File: src/hdl/imubit_pkg.sv
/*
 imubit_pkg: register map, field layout, reset values and timing for the
 health word and configuration block.
 assumes: one 200 MHz clock; registers are word aligned byte addresses.
*/
package imubit_pkg;
	// clock and packet pacing
	localparam int unsigned CLK_PERIOD_NS = 5;
	localparam int unsigned BASE_PERIOD_NS = 10000000; // 100 Hz period
	localparam int unsigned BASE_TICK_CYC = BASE_PERIOD_NS / CLK_PERIOD_NS;
	localparam int unsigned BASE_W = 22;
	localparam int unsigned MULT_W = 6;
	// register byte addresses
	localparam logic [7:0] ADDR_CFG = 8'h00;
	localparam logic [7:0] ADDR_ORIENT = 8'h04;
	localparam logic [7:0] ADDR_FILT = 8'h08;
	localparam logic [7:0] ADDR_ALERT_EN = 8'h0C;
	localparam logic [7:0] ADDR_HEALTH = 8'h10;
	localparam logic [7:0] ADDR_CMD = 8'h14;
	localparam logic [7:0] ADDR_IRQ_STAT = 8'h18;
	localparam logic [7:0] ADDR_IRQ_MASK = 8'h1C;
	// baud codes
	localparam logic [1:0] BAUD_9600 = 2'h0;
	localparam logic [1:0] BAUD_19200 = 2'h1;
	localparam logic [1:0] BAUD_38400 = 2'h2;
	localparam logic [1:0] BAUD_57600 = 2'h3;
	// packet types
	localparam logic [1:0] PKT_DEFAULT = 2'h0;
	localparam logic [1:0] PKT_SCALED = 2'h1;
	localparam logic [1:0] PKT_DELTA = 2'h2;
	localparam logic [1:0] PKT_DIAG = 2'h3;
	// packet rate codes: 100,50,25,20,10,5,2 Hz, quiet
	localparam logic [2:0] RATE_100HZ = 3'h0;
	localparam logic [2:0] RATE_QUIET = 3'h7;
	// low-pass corner codes: 5,10,20,50 Hz
	localparam logic [1:0] LPF_20HZ = 2'h2;
	// cfg fields
	localparam int unsigned CFG_BAUD_LSB = 0;
	localparam int unsigned CFG_TYPE_LSB = 2;
	localparam int unsigned CFG_RATE_LSB = 4;
	localparam int unsigned FILT_ACC_LSB = 2;
	localparam logic [4:0] ORIENT_MAX = 5'h17; // 24 mappings
	// alert enable bits: hw, link, sw, sensor
	localparam logic [3:0] ALERT_EN_RST = 4'h8;
	// health word bit positions
	localparam int unsigned HB_FATAL = 0;
	localparam int unsigned HB_HW = 1;
	localparam int unsigned HB_LINK = 2;
	localparam int unsigned HB_SW = 3;
	localparam int unsigned HB_SUMMARY = 8;
	localparam int unsigned HB_HW_AL = 9;
	localparam int unsigned HB_OVR = 12;
	// interrupt bits
	localparam int unsigned IRQ_PKT = 0;
	localparam int unsigned IRQ_OVR = 1;
	localparam int unsigned IRQ_FATAL = 2;
	localparam int unsigned IRQ_FAULT = 3;
	// rate sensor over-range magnitude limit
	localparam logic [15:0] OVR_LIMIT = 16'h7F00;
endpackage : imubit_pkg

File: src/hdl/imubit_pace.sv
/*
 imubit_pace: packet rate divider, one-cycle tick at the chosen rate.
 assumes: rate code from registers on the same clock; quiet gives no tick.
*/
`timescale 1ns/1ps
module imubit_pace
	import imubit_pkg::*;
#(
	parameter int unsigned BASE_CYC = BASE_TICK_CYC
) (
	input wire logic core_clk_i,
	input wire logic rst_i,
	input wire logic [2:0] rate_i,
	output logic tick_o
);
	logic [BASE_W-1:0] base_r, base_nxt; // 10 ms base count
	logic [MULT_W-1:0] mult_r, mult_nxt; // base periods per packet
	logic [2:0] rate_r; // last rate, to restart on change
	logic tick_nxt;

	// base periods per packet for each rate code
	function automatic logic [MULT_W-1:0] rate_div(input logic [2:0] c);
		case (c)
			3'h0: rate_div = 6'h01;
			3'h1: rate_div = 6'h02;
			3'h2: rate_div = 6'h04;
			3'h3: rate_div = 6'h05;
			3'h4: rate_div = 6'h0A;
			3'h5: rate_div = 6'h14;
			3'h6: rate_div = 6'h32;
			default: rate_div = 6'h00;
		endcase
	endfunction : rate_div

	////////////////////////////////////////////////////////////////
	// next state: a rate change restarts the period cleanly
	always_comb begin
		base_nxt = base_r + 1'b1;
		mult_nxt = mult_r;
		tick_nxt = 1'b0;
		if (rate_i == RATE_QUIET || rate_i != rate_r) begin
			base_nxt = '0;
			mult_nxt = '0;
		end else if (base_r == BASE_W'(BASE_CYC - 1)) begin
			base_nxt = '0;
			mult_nxt = mult_r + 1'b1;
			if (mult_r == rate_div(rate_i) - 1'b1) begin
				mult_nxt = '0;
				tick_nxt = 1'b1;
			end
		end
	end

	// registers only
	always_ff @(posedge core_clk_i) begin
		if (rst_i) begin
			base_r <= '0;
			mult_r <= '0;
			rate_r <= RATE_100HZ;
			tick_o <= 1'b0;
		end else begin
			base_r <= base_nxt;
			mult_r <= mult_nxt;
			rate_r <= rate_i;
			tick_o <= tick_nxt;
		end
	end
endmodule : imubit_pace

File: src/hdl/imubit_core.sv
/*
 imubit_core: configuration registers, packet launch and built-in-test
 health word of a six-axis inertial module.
 assumes: fault inputs and rate samples come from logic on core_clk_i;
 a packet formatter takes pkt_stb_o with type, health and deltas.
*/
// Operation
// - delta packet returns wrapping sums since last
// - baud selectable 9600..57600, default 38400
// - continuous mode emits configured type at rate; a tick meeting get-packet sends only the get-packet type
// - quiet sends packets only on get-packet
// - orientation selects one of 24 mappings
// - separate rate and accel corners, default 20Hz
// - every packet carries the health word
// - get-packet diagnostic returns full status
// - low byte errors, high byte alerts
// - bit 0 fatal, sticky once set
// - bits 1-3 hw, link, sw faults
// - bit 8 set when any enabled alert
// - alerts enableable, default sensor only
// - bit 12 over-range, 13-15 reserved
// - over-range uses rate sensors only
// - rates 100,50,25,20,10,5,2 Hz
// - scaled packet type in engineering units
`timescale 1ns/1ps
module imubit_core
	import imubit_pkg::*;
#(
	parameter int unsigned BASE_CYC = BASE_TICK_CYC
) (
	input wire logic core_clk_i,
	input wire logic rst_i,
	input wire logic [7:0] addr_i,
	input wire logic [31:0] wr_data_i,
	input wire logic wr_stb_i,
	input wire logic rd_stb_i,
	output logic [31:0] rd_data_o,
	input wire logic fatal_i,
	input wire logic hw_fault_i,
	input wire logic link_fault_i,
	input wire logic sw_fault_i,
	input wire logic rate_vld_i,
	input wire logic [15:0] rate_x_i,
	input wire logic [15:0] rate_y_i,
	input wire logic [15:0] rate_z_i,
	output logic [1:0] baud_sel_o,
	output logic [4:0] orient_o,
	output logic [1:0] rate_lpf_o,
	output logic [1:0] accel_lpf_o,
	output logic pkt_stb_o,
	output logic [1:0] pkt_type_o,
	output logic [15:0] pkt_health_o,
	output logic [31:0] delta_x_o,
	output logic [31:0] delta_y_o,
	output logic [31:0] delta_z_o,
	output logic irq_o
);
	logic [6:0] cfg_r, cfg_nxt; // baud, type, rate
	logic [4:0] orient_r, orient_nxt;
	logic [3:0] filt_r, filt_nxt; // accel corner high, rate low
	logic [3:0] alert_en_r, alert_en_nxt;
	logic [3:0] irq_stat_r, irq_stat_nxt;
	logic [3:0] irq_mask_r, irq_mask_nxt;
	logic [31:0] rd_nxt;
	logic fatal_r, fatal_nxt; // sticky fatal
	logic ovr_r, ovr_nxt; // latest rate sample over range
	logic fault_r; // any fault last cycle
	logic [15:0] health; // live health word
	logic tick; // continuous-mode packet tick
	logic gp_req; // get-packet command
	logic emit; // a packet leaves this cycle
	logic [1:0] emit_type;
	logic [2:0] ovr_ax; // per-axis over-range
	logic [15:0] samp [3];
	logic [31:0] acc_r [3]; // wrapping delta sums
	logic [31:0] acc_nxt [3];
	logic [31:0] snap_nxt [3];
	logic [31:0] snap_r [3];
	logic [3:0] ev;

	// true when a signed rate sample exceeds the limit in magnitude
	function automatic logic over_lim(input logic [15:0] s);
		logic [15:0] mag;
		mag = s[15] ? (~s + 16'h0001) : s;
		over_lim = mag > OVR_LIMIT;
	endfunction : over_lim

	assign samp[0] = rate_x_i;
	assign samp[1] = rate_y_i;
	assign samp[2] = rate_z_i;

	////////////////////////////////////////////////////////////////
	// packet pacing
	// seven rates from the divider
	imubit_pace #(
		.BASE_CYC(BASE_CYC)
	) u_pace (
		.core_clk_i(core_clk_i),
		.rst_i(rst_i),
		.rate_i(cfg_r[CFG_RATE_LSB+:3]),
		.tick_o(tick)
	);

	assign gp_req = wr_stb_i && addr_i == ADDR_CMD;
	// quiet leaves only get-packet
	// a tick already in flight when quiet is written is dropped here,
	// so the switch to polled mode never leaks one stale packet
	assign emit = gp_req | (tick && cfg_r[CFG_RATE_LSB+:3] != RATE_QUIET);
	assign emit_type = gp_req ? wr_data_i[1:0] : cfg_r[CFG_TYPE_LSB+:2];

	////////////////////////////////////////////////////////////////
	// over-range and delta sums, one lane per rate axis
	// only rate samples feed over-range
	generate
		for (genvar a = 0; a < 3; a++) begin : g_axis
			assign ovr_ax[a] = over_lim(samp[a]);
			// sums wrap, restart on delta packet
			always_comb begin
				acc_nxt[a] = acc_r[a];
				snap_nxt[a] = snap_r[a];
				if (rate_vld_i)
					acc_nxt[a] = acc_r[a] + {{16{samp[a][15]}}, samp[a]};
				if (emit && emit_type == PKT_DELTA) begin
					snap_nxt[a] = acc_nxt[a];
					acc_nxt[a] = '0;
				end
			end
			always_ff @(posedge core_clk_i) begin
				if (rst_i) begin
					acc_r[a] <= '0;
					snap_r[a] <= '0;
				end else begin
					acc_r[a] <= acc_nxt[a];
					snap_r[a] <= snap_nxt[a];
				end
			end
		end
	endgenerate

	assign delta_x_o = snap_r[0];
	assign delta_y_o = snap_r[1];
	assign delta_z_o = snap_r[2];

	////////////////////////////////////////////////////////////////
	// health word
	always_comb begin
		health = '0; // reserved bits stay zero
		health[HB_FATAL] = fatal_r;
		health[HB_HW] = hw_fault_i;
		health[HB_LINK] = link_fault_i;
		health[HB_SW] = sw_fault_i;
		health[HB_HW_AL+:3] = alert_en_r[2:0] & {sw_fault_i, link_fault_i, hw_fault_i};
		health[HB_OVR] = alert_en_r[3] & ovr_r;
		health[HB_SUMMARY] = |health[HB_OVR:HB_HW_AL];
	end

	////////////////////////////////////////////////////////////////
	// configuration, status and interrupt next values
	always_comb begin
		cfg_nxt = cfg_r;
		orient_nxt = orient_r;
		filt_nxt = filt_r;
		alert_en_nxt = alert_en_r;
		irq_mask_nxt = irq_mask_r;
		fatal_nxt = fatal_r | fatal_i;
		ovr_nxt = rate_vld_i ? |ovr_ax : ovr_r;
		if (wr_stb_i) begin
			case (addr_i)
				ADDR_CFG: cfg_nxt = wr_data_i[6:0];
				ADDR_ORIENT: begin
					if (wr_data_i[4:0] <= ORIENT_MAX)
						orient_nxt = wr_data_i[4:0];
				end
				ADDR_FILT: filt_nxt = wr_data_i[3:0];
				ADDR_ALERT_EN: alert_en_nxt = wr_data_i[3:0];
				ADDR_IRQ_MASK: irq_mask_nxt = wr_data_i[3:0];
				default: ;
			endcase
		end
		ev = '0;
		ev[IRQ_PKT] = emit;
		ev[IRQ_OVR] = ovr_nxt & ~ovr_r;
		ev[IRQ_FATAL] = fatal_nxt & ~fatal_r;
		ev[IRQ_FAULT] = (hw_fault_i | link_fault_i | sw_fault_i) & ~fault_r;
		// write-one clears, a new event wins the same cycle
		irq_stat_nxt = irq_stat_r;
		if (wr_stb_i && addr_i == ADDR_IRQ_STAT)
			irq_stat_nxt = irq_stat_r & ~wr_data_i[3:0];
		irq_stat_nxt = irq_stat_nxt | ev;
		// read data, unmapped reads zero
		rd_nxt = '0;
		if (rd_stb_i) begin
			case (addr_i)
				ADDR_CFG: rd_nxt[6:0] = cfg_r;
				ADDR_ORIENT: rd_nxt[4:0] = orient_r;
				ADDR_FILT: rd_nxt[3:0] = filt_r;
				ADDR_ALERT_EN: rd_nxt[3:0] = alert_en_r;
				ADDR_HEALTH: rd_nxt[15:0] = health;
				ADDR_IRQ_STAT: rd_nxt[3:0] = irq_stat_r;
				ADDR_IRQ_MASK: rd_nxt[3:0] = irq_mask_r;
				default: rd_nxt = '0;
			endcase
		end
	end

	// registers only
	always_ff @(posedge core_clk_i) begin
		if (rst_i) begin
			cfg_r <= {RATE_100HZ, PKT_DEFAULT, BAUD_38400};
			orient_r <= '0;
			filt_r <= {LPF_20HZ, LPF_20HZ};
			alert_en_r <= ALERT_EN_RST;
			irq_stat_r <= '0;
			irq_mask_r <= '0;
			fatal_r <= 1'b0;
			ovr_r <= 1'b0;
			fault_r <= 1'b0;
			rd_data_o <= '0;
			pkt_stb_o <= 1'b0;
			pkt_type_o <= PKT_DEFAULT;
			pkt_health_o <= '0;
		end else begin
			cfg_r <= cfg_nxt;
			orient_r <= orient_nxt;
			filt_r <= filt_nxt;
			alert_en_r <= alert_en_nxt;
			irq_stat_r <= irq_stat_nxt;
			irq_mask_r <= irq_mask_nxt;
			fatal_r <= fatal_nxt;
			ovr_r <= ovr_nxt;
			fault_r <= hw_fault_i | link_fault_i | sw_fault_i;
			rd_data_o <= rd_nxt;
			pkt_stb_o <= emit;
			if (emit) begin
				pkt_type_o <= emit_type;
				pkt_health_o <= health;
			end
		end
	end

	assign baud_sel_o = cfg_r[CFG_BAUD_LSB+:2];
	assign orient_o = orient_r;
	assign rate_lpf_o = filt_r[1:0];
	assign accel_lpf_o = filt_r[FILT_ACC_LSB+:2];
	// level interrupt, high while an unmasked status bit stands
	assign irq_o = |(irq_stat_r & irq_mask_r);

	////////////////////////////////////////////////////////////////
	// assertions
	property p_delta_snap;
		@(posedge core_clk_i) disable iff (rst_i)
		(emit && emit_type == PKT_DELTA && !rate_vld_i) |=> delta_x_o == $past(acc_r[0]) && acc_r[0] == '0;
	endproperty
	a_delta_snap: assert property (p_delta_snap) else $error("delta snapshot wrong");
	property p_baud_rst;
		@(posedge core_clk_i) $fell(rst_i) |-> baud_sel_o == BAUD_38400 && pkt_type_o == PKT_DEFAULT;
	endproperty
	a_baud_rst: assert property (p_baud_rst) else $error("baud reset wrong");
	property p_cont_emit;
		@(posedge core_clk_i) disable iff (rst_i)
		(tick && !gp_req && cfg_r[CFG_RATE_LSB+:3] != RATE_QUIET) |=>
			pkt_stb_o && pkt_type_o == $past(cfg_r[CFG_TYPE_LSB+:2]);
	endproperty
	a_cont_emit: assert property (p_cont_emit) else $error("tick lost");
	property p_quiet;
		@(posedge core_clk_i) disable iff (rst_i)
		(cfg_r[CFG_RATE_LSB+:3] == RATE_QUIET && !gp_req) |=> !pkt_stb_o;
	endproperty
	a_quiet: assert property (p_quiet) else $error("packet in quiet");
	property p_orient;
		@(posedge core_clk_i) disable iff (rst_i) orient_o <= ORIENT_MAX;
	endproperty
	a_orient: assert property (p_orient) else $error("orient out of range");
	property p_filt_rst;
		@(posedge core_clk_i) $fell(rst_i) |-> rate_lpf_o == LPF_20HZ && accel_lpf_o == LPF_20HZ;
	endproperty
	a_filt_rst: assert property (p_filt_rst) else $error("filter reset wrong");
	property p_pkt_health;
		@(posedge core_clk_i) disable iff (rst_i) emit |=> pkt_health_o == $past(health);
	endproperty
	a_pkt_health: assert property (p_pkt_health) else $error("health not captured");
	property p_fatal;
		@(posedge core_clk_i) disable iff (rst_i) fatal_i |=> health[HB_FATAL] [*4];
	endproperty
	a_fatal: assert property (p_fatal) else $error("fatal not sticky");
	property p_summary;
		@(posedge core_clk_i) disable iff (rst_i)
		health[HB_SUMMARY] == (|(alert_en_r & {ovr_r, sw_fault_i, link_fault_i, hw_fault_i}));
	endproperty
	a_summary: assert property (p_summary) else $error("summary wrong");
	property p_alert_rst;
		@(posedge core_clk_i) $fell(rst_i) |-> alert_en_r == ALERT_EN_RST;
	endproperty
	a_alert_rst: assert property (p_alert_rst) else $error("alert enables wrong");
	property p_reserved;
		@(posedge core_clk_i) disable iff (rst_i) pkt_health_o[7:4] == '0 && pkt_health_o[15:13] == '0;
	endproperty
	a_reserved: assert property (p_reserved) else $error("reserved bit set");
	property p_ovr;
		@(posedge core_clk_i) disable iff (rst_i)
		(rate_vld_i && |ovr_ax && alert_en_r[3]) |=> health[HB_OVR];
	endproperty
	a_ovr: assert property (p_ovr) else $error("over-range missed");
	property p_ovr_nom;
		@(posedge core_clk_i) disable iff (rst_i)
		(rate_vld_i && ovr_ax == '0) |=> !health[HB_OVR];
	endproperty
	a_ovr_nom: assert property (p_ovr_nom) else $error("over-range stuck");
	property p_fault_bits;
		@(posedge core_clk_i) disable iff (rst_i)
		emit |=> pkt_health_o[HB_SW:HB_HW] == $past({sw_fault_i, link_fault_i, hw_fault_i});
	endproperty
	a_fault_bits: assert property (p_fault_bits) else $error("fault bits wrong");
	property p_diag;
		@(posedge core_clk_i) disable iff (rst_i)
		(gp_req && wr_data_i[1:0] == PKT_DIAG) |=> pkt_stb_o && pkt_type_o == PKT_DIAG;
	endproperty
	a_diag: assert property (p_diag) else $error("diagnostic packet lost");
	property p_rd_idle;
		@(posedge core_clk_i) disable iff (rst_i)
		!rd_stb_i |=> rd_data_o == '0;
	endproperty
	a_rd_idle: assert property (p_rd_idle) else $error("read data without read");
	property p_irq_set;
		@(posedge core_clk_i) disable iff (rst_i)
		ev != '0 |=> (irq_stat_r & $past(ev)) == $past(ev);
	endproperty
	a_irq_set: assert property (p_irq_set) else $error("event lost to clear");
	property p_fatal_irq;
		@(posedge core_clk_i) disable iff (rst_i)
		(fatal_i && !fatal_r) |=> irq_stat_r[IRQ_FATAL];
	endproperty
	a_fatal_irq: assert property (p_fatal_irq) else $error("fatal event not flagged");
	// covers for the main scenarios
	c_gp_diag: cover property (@(posedge core_clk_i) gp_req && wr_data_i[1:0] == PKT_DIAG);
	c_quiet_gp: cover property (@(posedge core_clk_i) cfg_r[CFG_RATE_LSB+:3] == RATE_QUIET && gp_req);
	c_ovr_alert: cover property (@(posedge core_clk_i) health[HB_OVR]);
	c_delta: cover property (@(posedge core_clk_i) emit && emit_type == PKT_DELTA);
	c_irq: cover property (@(posedge core_clk_i) irq_o);
endmodule : imubit_core

File: config.mk
export PLATFORM = sky130hd
export DESIGN_NAME = imubit_core
export DESIGN_NICKNAME = d
export VERILOG_FILES = /design/src/hdl/imubit_pkg.sv /design/src/hdl/imubit_pace.sv /design/src/hdl/imubit_core.sv
export SDC_FILE = /design/constraint.sdc
export NUM_CORES = 1
export LEC_CHECK = 0
export ABC_AREA = 1
export BUFFER_PORTS_ARGS = -buffer_cell sky130_fd_sc_hd__buf_2
export CAP_MARGIN = 20
export CORE_MARGIN = 3
export CORE_UTILIZATION = 55
export CTS_BUF_LIST = sky130_fd_sc_hd__clkbuf_2
export DETAILED_ROUTE_END_ITERATION = 7
export GPL_ROUTABILITY_DRIVEN = 0
export PLACE_DENSITY = 0.77
export SLEW_MARGIN = 20
export SYNTH_ARGS = -nofsm -noshare
export SYNTH_HDL_FRONTEND = slang
export SYNTH_HIERARCHICAL = 1
export SYNTH_SLANG_ARGS = --single-unit
File: constraint.sdc
create_clock -name core_clk_i -period 2.7 [get_ports core_clk_i]
set_input_delay 0.135 -clock core_clk_i [delete_from_list [all_inputs] [get_ports core_clk_i]]
set_output_delay 0.135 -clock core_clk_i [all_outputs]
set_load 0.05 [all_outputs]
==> results of run 1 <==
-- worst register-to-register path, cell delays in order, from the launching register on --
cell	delay [ns]
dfxtp_1	0.36
ha_1	0.17
inv_1	0.05
fa_1	0.39
nand3b_1	0.18
nand2_1	0.11
a21oi_1	0.15
o21ai_1	0.34
a21oi_1	0.18
or2_2	0.30
nand3_1	0.09
nand3_1	0.08
nand2_1	0.07
-- layout by cell type (no fill, tap or decap), types with 4 or more instances in the layout --
master         count
o211ai_1           8
o22ai_1            5
nand3b_1          16
dfxtp_1          279
nor2_1           335
inv_2              6
conb_1            27
inv_1            259
xor2_1            26
nand4_1           14
nand2_2            6
o21bai_1          17
mux2i_1            6
nand3_1          209
a31oi_1            4
o21ai_0          198
clkbuf_2         109
nor4_1             9
buf_4             16
nor2_2             9
nand2_1          735
clkinv_2           6
a21oi_1          173
nor3_1            39
or2_2             62
a21oi_2            5
dlygate4sd3_1     69
buf_2            202
clkinv_1          11
a21o_1            15
o21ai_1           11
ha_1              99
xnor2_1           26
o21a_1             7
-- sequential cells by signal (all words and copies together) (netlist names), 5 cells and up --
register	flops
acc_r	96
snap_r	96
u_pace/base_r	22
rd_data_o	12
pkt_health_o	9
cfg_r	7
u_pace/mult_r	6
orient_o	5
-- cell type report --
class | instances | share of cell area, %
tap | 396 | 2.437
multi-input combinational | 2099 | 52.20
clock inverter | 21 | 0.7386
sequential | 279 | 27.47
antenna | 3 | 0.03693
clock buffer | 109 | 2.683
inverter | 269 | 5.010
timing repair buffer | 291 | 9.417
-- worst paths after layout --
check	from	end	slack (ns)	depth (start not counted)
worst min-delay path	rate_y_i[10]	acc_r[1][10]$_SDFF_PP0_	0.06	6
worst max-delay path	rate_x_i[3]	irq_stat_r[1]$_SDFF_PP0_	0.13	12
worst min register to register	snap_r[2][21]$_SDFFE_PP0P_	snap_r[2][21]$_SDFFE_PP0P_	0.45	2
worst max register to register	acc_r[1][0]$_SDFF_PP0_	snap_r[1][22]$_SDFFE_PP0P_	0.16	12
-- through the flow --
stage | instances | setup slack (ns)
2_1_floorplan | 2738 | 0.4739
3_3_place_gp | 3264 | 0.1886
3_5_place_dp | 3264 | 0.09610
4_1_cts | 3464 | 0.02925
5_1_grt | 3466 | -0.01450
6_report | 3467 | 0.1295
-- logic make-up after synthesis --
group                    Yosys count
AO/OA/AOI/OAI                    464
XOR/XNOR                          52
adder cells (fa/ha/maj)          102
buffers and inverters            360
flip-flops                       279
multiplexers                       6
other                              1
AND/OR/NAND/NOR                 1448
-- power groups by stage --
stage          registers, mW  clock network, mW  logic, mW
2_1_floorplan           4.46                  0       2.15
3_3_place_gp            4.48                  0       2.71
3_5_place_dp            4.49                  0       2.78
4_1_cts                 4.39               3.17       2.87
5_1_grt                 4.41               3.37       3.30
6_report                4.39               3.05       2.95
-- metal layers --
| metal | up-vias | part of all wire, % | track usage [%] |
|---|---|---|---|
| li1 | 9437 | - | - |
| met1 | 8426 | 43 | 34.86 |
| met2 | 782 | 45 | 47.43 |
| met3 | 151 | 7.6 | 4.831 |
| met4 | 0 | 3.6 | 11.58 |
| met5 | - | 0 | 0 |
-- what timing repair did --
item	CTS	global route
hold endpoints to repair	133	0
setup endpoints to repair	0	197
hold buffers	70	0
resized for setup	0	12
==> impl_metrics.csv, run 1 <==
group,metric,value,unit
synth,ys.flop_type,"dfxtp_1",
finish,seq_area,5585,um2
synth,synth_top_family_by_area,"simple AND/OR/NAND/NOR gates",
die,fp.dieH,185.0,um
routing,ant_nets,0,
power_and_ir_drop,p_int,6.629,mW
place,io_buffers,203,
worst_setup_path,cpLargestDelayFamily,"buffers and inverters",
grt,grt_pass1_vias,17580,
worst_setup_path,required,3.45,ns
synth,synth_cells,2712,
outcome,status,"finished clean",
finish,utilization,65.43,%
power_and_ir_drop,p_sw,3.764,mW
routing,drt_pass1_iterations,7,
routing,vias_per_cell,5.421,
synth,synth_compound_area_share,14.41,%
clock_tree,htree_num_levels,3,
power_and_ir_drop,power_frac_comb,28.4,%
worst_setup_path,slowest_stage,"dlygate4sd3_1",
routing,totalWireLength,50.19,mm
timing,max_slew_margin,60.44,%
routing,post_drt_wl_per_cell,14.48,um
die,core,31070,um2
timing,finalSetupViolCount,0,
synth,synth_edf_count,0,
finish,num-nets-final,3214,
timing,hold_ws,0.05872,ns
synth,synthAdderAreaFrac,7.370,%
clock_tree,clock_sinks,279,
synth,ys_top_cells_by_count,"739 x nand2_1, 337 x nor2_1, 279 x dfxtp_1, 259 x inv_1, 209 x nand3_1",
timing,fin_crit_sh,95.20,%
timing,tns,0,ns
die,die_w,185.0,um
finish,nFillCells,2837,
finish,multi_input_area,10610,um2
job,drv_cap,0,
clock_tree,cts_tree,"done",
timing,slew_violations,0,
clock_tree,clk_latency,0.86,ns
clock_tree,post-cts-setup-buffers,0,
synth,ys_types,56,
synth,synth-seq-area-share,31.69,%
synth,synth-seq-cells,279,
place,dpl_cell_area,18880,um2
synth,mappedNetlistArea,17620,um2
synth,yosysWarnings,6,
power_and_ir_drop,leakagePower,10.13,nW
worst_setup_path,path_cells,"dlygate4sd3_1 > buf_2 > or2_2 > nor2_1 > nand3_1 > nand3_1 > a31oi_1 > dlygate4sd3_1 > nand4_1 > dlygate4sd3_1 > nand3_1 > nand2_1",
worst_setup_path,path_class,"input pin to register",
routing,dr_total_vias,18800,
synth,yosys.area.top_type,"dfxtp_1",
worst_setup_path,endpoint_kind,"register",
finish,stdcell_area,20330,um2
worst_setup_path,path_max_fanout,5,
die,die_area,34230,um2
power_and_ir_drop,irDropWorstVdd,0.3507,mV
synth,synth_xor_area_share,2.584,%
grt,grt_overflow,0,
synth,synth_most_common_cell,"nand2_1",
grt,grt_usage,27.83,%
clock_tree,clockRootBuffer,"clkbuf_2",
power_and_ir_drop,p_per_area,511.3,nW/um2
synth,synth_top_area_share,31.69,%
grt,grt_max_degree,99,
synth,synth-async-reset-ratio,0,%
timing,report.final.hold_viol_count,0,
finish,drive_gt1_share,14.50,%
synth,syn-mean-instance-area,6.498,um2
worst_setup_path,worst_ep_arrival_time,3.32,ns
timing,worst_pin_slew,0.5908,ns
power_and_ir_drop,switching_share,36.22,%
routing,drc,0,
synth,synthSimpleGateAreaFrac,34.75,%
timing,min_period,2.570,ns
timing,fmax,389.0,MHz
min_path,hold_path.class,"input pin to register",
routing,drt_iter0_drc,1850,
clock_tree,cts_made_buffers,75,
die,ios,256,
clock_tree,cts.reportedPaths.clkPinSlew,0.10,ns
grt,grt_pass1_wl,80.37,mm
timing,clock-skew-final,0.07469,ns
grt,antenna_found_initial,2,
power_and_ir_drop,power_frac_seq,42.3,%
die,initial_core_util,56.72,%
place,hpwlAfterDp,35.92,mm
finish,area_growth,15.36,%
power_and_ir_drop,power,10.39,mW
power_and_ir_drop,clkPwrFrac,29.4,%
die,core.rowCount,64,
clock_tree,clockBufferDepth,3,
worst_setup_path,crit_path_max_incr_delay,0.59,ns
synth,synth.area.top_cells,"dfxtp_1 32%, nand2_1 16%, nor2_1 7.2%, ha_1 7.0%, nand3_1 5.9%",
worst_setup_path,worstSetupStartpointType,"input pin",
synth,muxShareOfSynthArea,0.3408,%
worst_setup_path,critPathBufInv,4,
Power figures use the tool's default switching activity.
==> run 2, diff against run 1 <==
CTS_BUF_LIST = unset   (was sky130_fd_sc_hd__clkbuf_2)
==> run 2 against run 1 <==
Hold slack worse by 0.016 ns. Non-clock buffer count is 55 lower. Cell count is 3.8% lower. Combinational power is 2% lower. Global-route usage is 0.94 points lower. Register-to-register slack hardly changed. Clock power is 35% higher. Setup slack better by 0.038 ns. Critical path depth stayed put. Largest cell class unchanged.
==> impl_metrics.csv, run 2 (synthesis gave the netlist of run 1 again) <==
group,metric,value,unit
finish,area_growth,13.72,%
routing,drc,0,
routing,ant_nets,0,
worst_setup_path,path_max_fanout,4,
finish,drive_gt1_share,12.59,%
worst_setup_path,endpoint_kind,"register",
timing,grt_setup_unrepaired,"no",
timing,clock-skew-final,0.01119,ns
worst_setup_path,worstSetupStartpointType,"register",
timing,slew_violations,0,
grt,grt_usage,26.89,%
worst_setup_path,path_class,"register to register",
finish,nFillCells,2800,
timing,worst_pin_slew,0.6028,ns
routing,routed.top_layer,"met4",
min_path,hold_path.class,"input pin to register",
routing,dr_wl_met2,21.67,mm
routing,post_drt_wl_per_cell,14.41,um
worst_setup_path,worst_ep_arrival_time,3.03,ns
clock_tree,cts.reportedPaths.clkPinSlew,0.06,ns
die,core,31070,um2
finish,seq_area,5585,um2
clock_tree,clockBufferDepth,3,
grt,antenna_found_initial,1,
timing,finalSetupViolCount,0,
finish,stdcell_count,3336,
place,io_buffers,203,
worst_setup_path,critPathBufInv,1,
die,initial_core_util,56.72,%
routing,drt-met1-wl,21.11,mm
timing,setup_ws,0.1674,ns
timing,fin_crit_sh,93.80,%
timing,min_period,2.533,ns
finish,largestRegisters,"acc_r x96, snap_r x96, u_pace/base_r x22",
die,die_area,34230,um2
routing,drt_iter0_drc,1567,
clock_tree,clk_latency,0.56,ns
finish,final_cell_mix,"735 x nand2_1, 337 x nor2_1, 279 x dfxtp_1, 259 x inv_1, 209 x nand3_1",
grt,grt_overflow,0,
power_and_ir_drop,irDropWorstVdd,0.4860,mV
clock_tree,htree_num_levels,1,
timing,max_slew_margin,59.64,%
clock_tree,clock_sinks,279,
worst_setup_path,cpLargestDelayFamily,"simple AND/OR/NAND/NOR gates",
finish,num-nets-final,3114,
timing,fmax,394.9,MHz
clock_tree,cts_tree,"done",
finish,utilization,64.51,%
finish,final_common_cell,"nand2_1",
finish,multi_input_area,10600,um2
routing,dr_total_vias,18270,
job,drv_cap,0,
routing,route.met3.wl,3.502,mm
worst_setup_path,path_cells,"ha_1 > inv_1 > fa_1 > nand3b_1 > nand2_1 > a21oi_1 > o21ai_1 > a21oi_1 > or2_2 > nand3_1 > nand3_1 > nand2_1",
place,hpwlAfterDp,35.92,mm
grt,grt_pass1_vias,16780,
place,dp.cells,3264,
place,dp_slack,0.09610,ns
power_and_ir_drop,leakagePower,9.830,nW
timing,tns,0,ns
worst_setup_path,crit_path_max_incr_delay,0.39,ns
grt,grt_pass1_wl,78.12,mm
die,core.rowCount,64,
worst_setup_path,required,3.20,ns
grt,grt_max_degree,99,
routing,drt_pass1_iterations,6,
timing,report.final.hold_viol_count,0,
clock_tree,cts_made_buffers,30,
die,fp.dieH,185.0,um
power_and_ir_drop,p_per_area,569.1,nW/um2
routing,vias_per_cell,5.476,
clock_tree,clockRootBuffer,"clkbuf_16",
die,ios,256,
worst_setup_path,slowest_stage,"fa_1",
power_and_ir_drop,power,11.41,mW
die,die_w,185.0,um
routing,totalWireLength,48.07,mm
outcome,status,"finished clean",
-- run 2: per-layer routing --
| metal | vias up | GRT usage [%] |
|---|---|---|
| met5 | - | 0 |
| met2 | 723 | 46.10 |
| met3 | 137 | 3.555 |
| met1 | 8203 | 34.95 |
| li1 | 9204 | - |
| met4 | 0 | 9.244 |
-- run 2: tightest hold or removal path, delay by kind of cell --
kind,cells,cell delay [ns]
compound gates,1,0.11
buf+inv,2,0.15
simple gates,3,0.17
-- run 2: area by class of cell --
| class | count | share of cell area, % |
|---|---|---|
| timing repair buffer | 236 | 6.692 |
| tap | 396 | 2.472 |
| inverter | 269 | 5.082 |
| sequential | 279 | 27.87 |
| antenna | 2 | 0.02497 |
| clock buffer | 42 | 4.326 |
| multi-input combinational | 2099 | 52.87 |
| clock inverter | 13 | 0.6618 |
-- run 2: metrics by stage --
stage | cell area [um2] | hold slack [ns]
after CTS | 20030 | 0.02656
after global placement | 18880 | 0.3594
final | 20040 | 0.04282
after floorplan | 17720 | 0.2074
after global routing | 20040 | 0.07425
after detailed placement | 18880 | 0.3664
-- run 2: final timing paths --
path	cells after the start	end	from	slack, ns
hold / removal	6	rd_data_o[1]$_SDFF_PP0_	addr_i[5]	0.04
hold reg to reg	2	snap_r[2][21]$_SDFFE_PP0P_	snap_r[2][21]$_SDFFE_PP0P_	0.45
setup / recovery	12	snap_r[1][22]$_SDFFE_PP0P_	acc_r[1][0]$_SDFF_PP0_	0.17
setup reg to reg	12	snap_r[1][22]$_SDFFE_PP0P_	acc_r[1][0]$_SDFF_PP0_	0.17
-- run 2: power by group --
part / switching (mW) / leakage, nW / internal [mW]
combinational: 1.87 / 7.06 / 1.01
clock: 1.70 / 0.494 / 2.43
sequential: 0.0992 / 2.27 / 4.30
-- run 2: what timing repair did --
| item | in CTS | in global routing |
|---|---|---|
| setup buffers | 0 | 0 |
| hold buffers | 15 | 0 |
| setup endpoints to repair | 0 | 16 |
| hold endpoints to repair | 46 | 0 |
| resized for setup | 0 | 6 |
==> run 3, diff against run 2 <==
--- a/config.mk
+++ b/config.mk
@@ -13,5 +13,5 @@
 export DETAILED_ROUTE_END_ITERATION = 7
 export GPL_ROUTABILITY_DRIVEN = 0
-export PLACE_DENSITY = 0.77
+export PLACE_DENSITY = 0.85
 export SLEW_MARGIN = 20
 export SYNTH_ARGS = -nofsm -noshare
==> constraint.sdc (replaced) <==
create_clock -name core_clk_i -period 2.7 [get_ports core_clk_i]
set_input_delay 0.135 -clock core_clk_i [delete_from_list [all_inputs] [get_ports core_clk_i]]
set_output_delay 0.135 -clock core_clk_i [all_outputs]
set_load 0.005 [all_outputs]
==> run 3 against run 2 <==
Design area grew 0.12%. Via count up 1.5%. Combinational power fell by 3%. Count of clock-buffer cells in the layout decreased by 3. Flip-flop and latch count unchanged. Register-to-register slack better by 0.06 ns. First-iteration DRC count rose by 10%. Non-clock buffer count is 1 higher. Setup slack improved by 0.058 ns. Largest power group unchanged.
==> impl_metrics.csv, run 3 (synthesis gave the netlist of run 1 again) <==
group,metric,value,unit
outcome,status,"finished clean",
finish,area_growth,13.87,%
place,hpwlAfterDp,36.40,mm
grt,grt_overflow,0,
routing,drc,0,
grt,grt_pass1_vias,17270,
timing,min_period,2.475,ns
timing,slew_violations,0,
worst_setup_path,worstSetupStartpointType,"register",
worst_setup_path,r2r-start,"acc_r[1][0]$_SDFF_PP0_",
clock_tree,clockBufferDepth,3,
worst_setup_path,endpoint_kind,"register",
die,die_w,185.0,um
clock_tree,clk_latency,0.58,ns
die,core,31070,um2
worst_setup_path,required,3.20,ns
worst_setup_path,worst_ep_arrival_time,2.97,ns
timing,report.final.hold_viol_count,0,
die,initial_core_util,56.72,%
timing,tns,0,ns
finish,final_common_cell,"nand2_1",
timing,max_slew_margin,53.25,%
routing,ant_nets,0,
timing,hold_ws,0.02786,ns
timing,worst_pin_slew,0.6836,ns
finish,num-nets-final,3115,
die,fp.dieH,185.0,um
routing,vias_per_cell,5.559,
timing,clock-skew-final,0.03093,ns
grt,grt_usage,27.34,%
clock_tree,post-cts-setup-buffers,0,
worst_setup_path,reg2reg_to,"snap_r[1][22]$_SDFFE_PP0P_",
job,drv_cap,0,
power_and_ir_drop,p_per_area,570.9,nW/um2
power_and_ir_drop,p_int,7.843,mW
worst_setup_path,path_class,"register to register",
clock_tree,cts_made_buffers,30,
power_and_ir_drop,irDropWorstVdd,0.4837,mV
grt,grt_pass1_wl,79.76,mm
clock_tree,htree_num_levels,1,
worst_setup_path,crit_path_max_incr_delay,0.39,ns
timing,grt_setup_unrepaired,"no",
power_and_ir_drop,switching_share,31.53,%
die,die_area,34230,um2
worst_setup_path,path_max_fanout,4,
power_and_ir_drop,leakagePower,9.848,nW
die,ios,256,
power_and_ir_drop,clkPwrFrac,37.3,%
grt,use_met3,4.360,%
finish,stdcell_count,3336,
clock_tree,cts.reportedPaths.clkPinSlew,0.06,ns
power_and_ir_drop,power_frac_seq,38.4,%
min_path,hold_path.class,"input pin to register",
finish,final_cell_mix,"737 x nand2_1, 337 x nor2_1, 279 x dfxtp_1, 259 x inv_1, 209 x nand3_1",
worst_setup_path,ff2ff_path_depth,13,
worst_setup_path,reg2reg_slack,0.23,ns
finish,utilization,64.59,%
place,dp.cells,3264,
grt,grt_util_met1,34.37,%
min_path,min_to,"orient_o[4]$_SDFFE_PP0P_",
finish,antenna_cells,0,
worst_setup_path,critPathBufInv,2,
worst_setup_path,path_cells,"ha_1 > inv_1 > fa_1 > nand3b_1 > nand2_1 > a21oi_2 > o21ai_0 > buf_4 > a21oi_1 > or2_2 > nand3_1 > nand3_1 > nand2_1",
clock_tree,clock_sinks,279,
routing,totalWireLength,48.59,mm
power_and_ir_drop,p_sw,3.612,mW
die,core.rowCount,64,
min_path,holdPathStages,4,
clock_tree,clockRootBuffer,"clkbuf_16",
place,io_buffers,203,
place,dpl_cell_area,18860,um2
routing,post_drt_wl_per_cell,14.57,um
clock_tree,cts_tree,"done",
grt,met2_usage,46.61,%
routing,dr_total_vias,18550,
finish,largestRegisters,"acc_r x96, snap_r x96, u_pace/base_r x22",
grt,grt_max_degree,111,
grt,grt.busiest_layer,"met2",
finish,drive_gt1_share,12.65,%
finish,stdcell_area,20070,um2
worst_setup_path,slowest_stage,"fa_1",
power_and_ir_drop,power_frac_comb,24.3,%
grt,antenna_found_initial,0,
timing,fin_crit_sh,91.66,%
min_path,hp-start,"wr_stb_i",
timing,finalSetupViolCount,0,
routing,drt_pass1_iterations,6,
timing,fmax,404.1,MHz
worst_setup_path,cpLargestDelayFamily,"simple AND/OR/NAND/NOR gates",
routing,drt_iter0_drc,1731,
## run 3: cell type report
| class | count | area [um2] |
|---|---|---|
| timing repair buffer | 237 | 1339 |
| sequential | 279 | 5585 |
| multi-input combinational | 2099 | 10600 |
| clock inverter | 17 | 205.2 |
| inverter | 269 | 1018 |
| fill | 2782 | 11000 |
| tap | 396 | 495.5 |
| clock buffer | 39 | 824.5 |
## run 3: stage by stage
stage	total power [mW]	setup slack, ns
6_report	11.46	0.2251
5_1_grt	12.09	0.01461
4_1_cts	11.47	0.1716
3_5_place_dp	7.162	0.2099
3_3_place_gp	7.064	0.2665
2_1_floorplan	6.530	0.4739
## run 3: how the worst max path moves through the flow
stage,startpoint,end,slack (ns),cells past startpoint
CTS,acc_r[1][0]$_SDFF_PP0_,snap_r[1][28]$_SDFFE_PP0P_,0.17,15
global route,acc_r[1][0]$_SDFF_PP0_,snap_r[1][18]$_SDFFE_PP0P_,0.01,12
global placement,acc_r[1][0]$_SDFF_PP0_,snap_r[1][28]$_SDFFE_PP0P_,0.27,15
detailed placement,acc_r[1][0]$_SDFF_PP0_,snap_r[1][28]$_SDFFE_PP0P_,0.21,15
floorplan,acc_r[1][0]$_SDFF_PP0_,acc_r[1][16]$_SDFF_PP0_,0.47,12
finish,acc_r[1][0]$_SDFF_PP0_,snap_r[1][22]$_SDFFE_PP0P_,0.23,13
## run 3: per-layer routing
layer / part of all wire (%) / up-vias
met2: 46 / 840
li1: - / 9209
met1: 42 / 8306
met4: 4.7 / 0
met5: 0 / -
met3: 7.6 / 190
## run 3: timing repair
action,in CTS,in global routing
endpoints found under the hold margin,51,0
setup endpoints to repair,0,11
gates resized for setup,0,4
hold buffers,16,0
## run 3: power groups by stage
stage                     Clock [mW]  Sequential [mW]  Combinational [mW]
after floorplan                    0             4.45                2.07
after global routing            4.54             4.42                3.14
after detailed placement           0             4.48                2.68
after global placement             0             4.48                2.59
final                           4.28             4.40                2.78
after CTS                       4.35             4.40                2.72
## run 3: worst min-delay path: stages
cell and delay (ns):
buf_2 0.13, inv_1 0.11, o31ai_1 0.08, a21oi_1 0.10
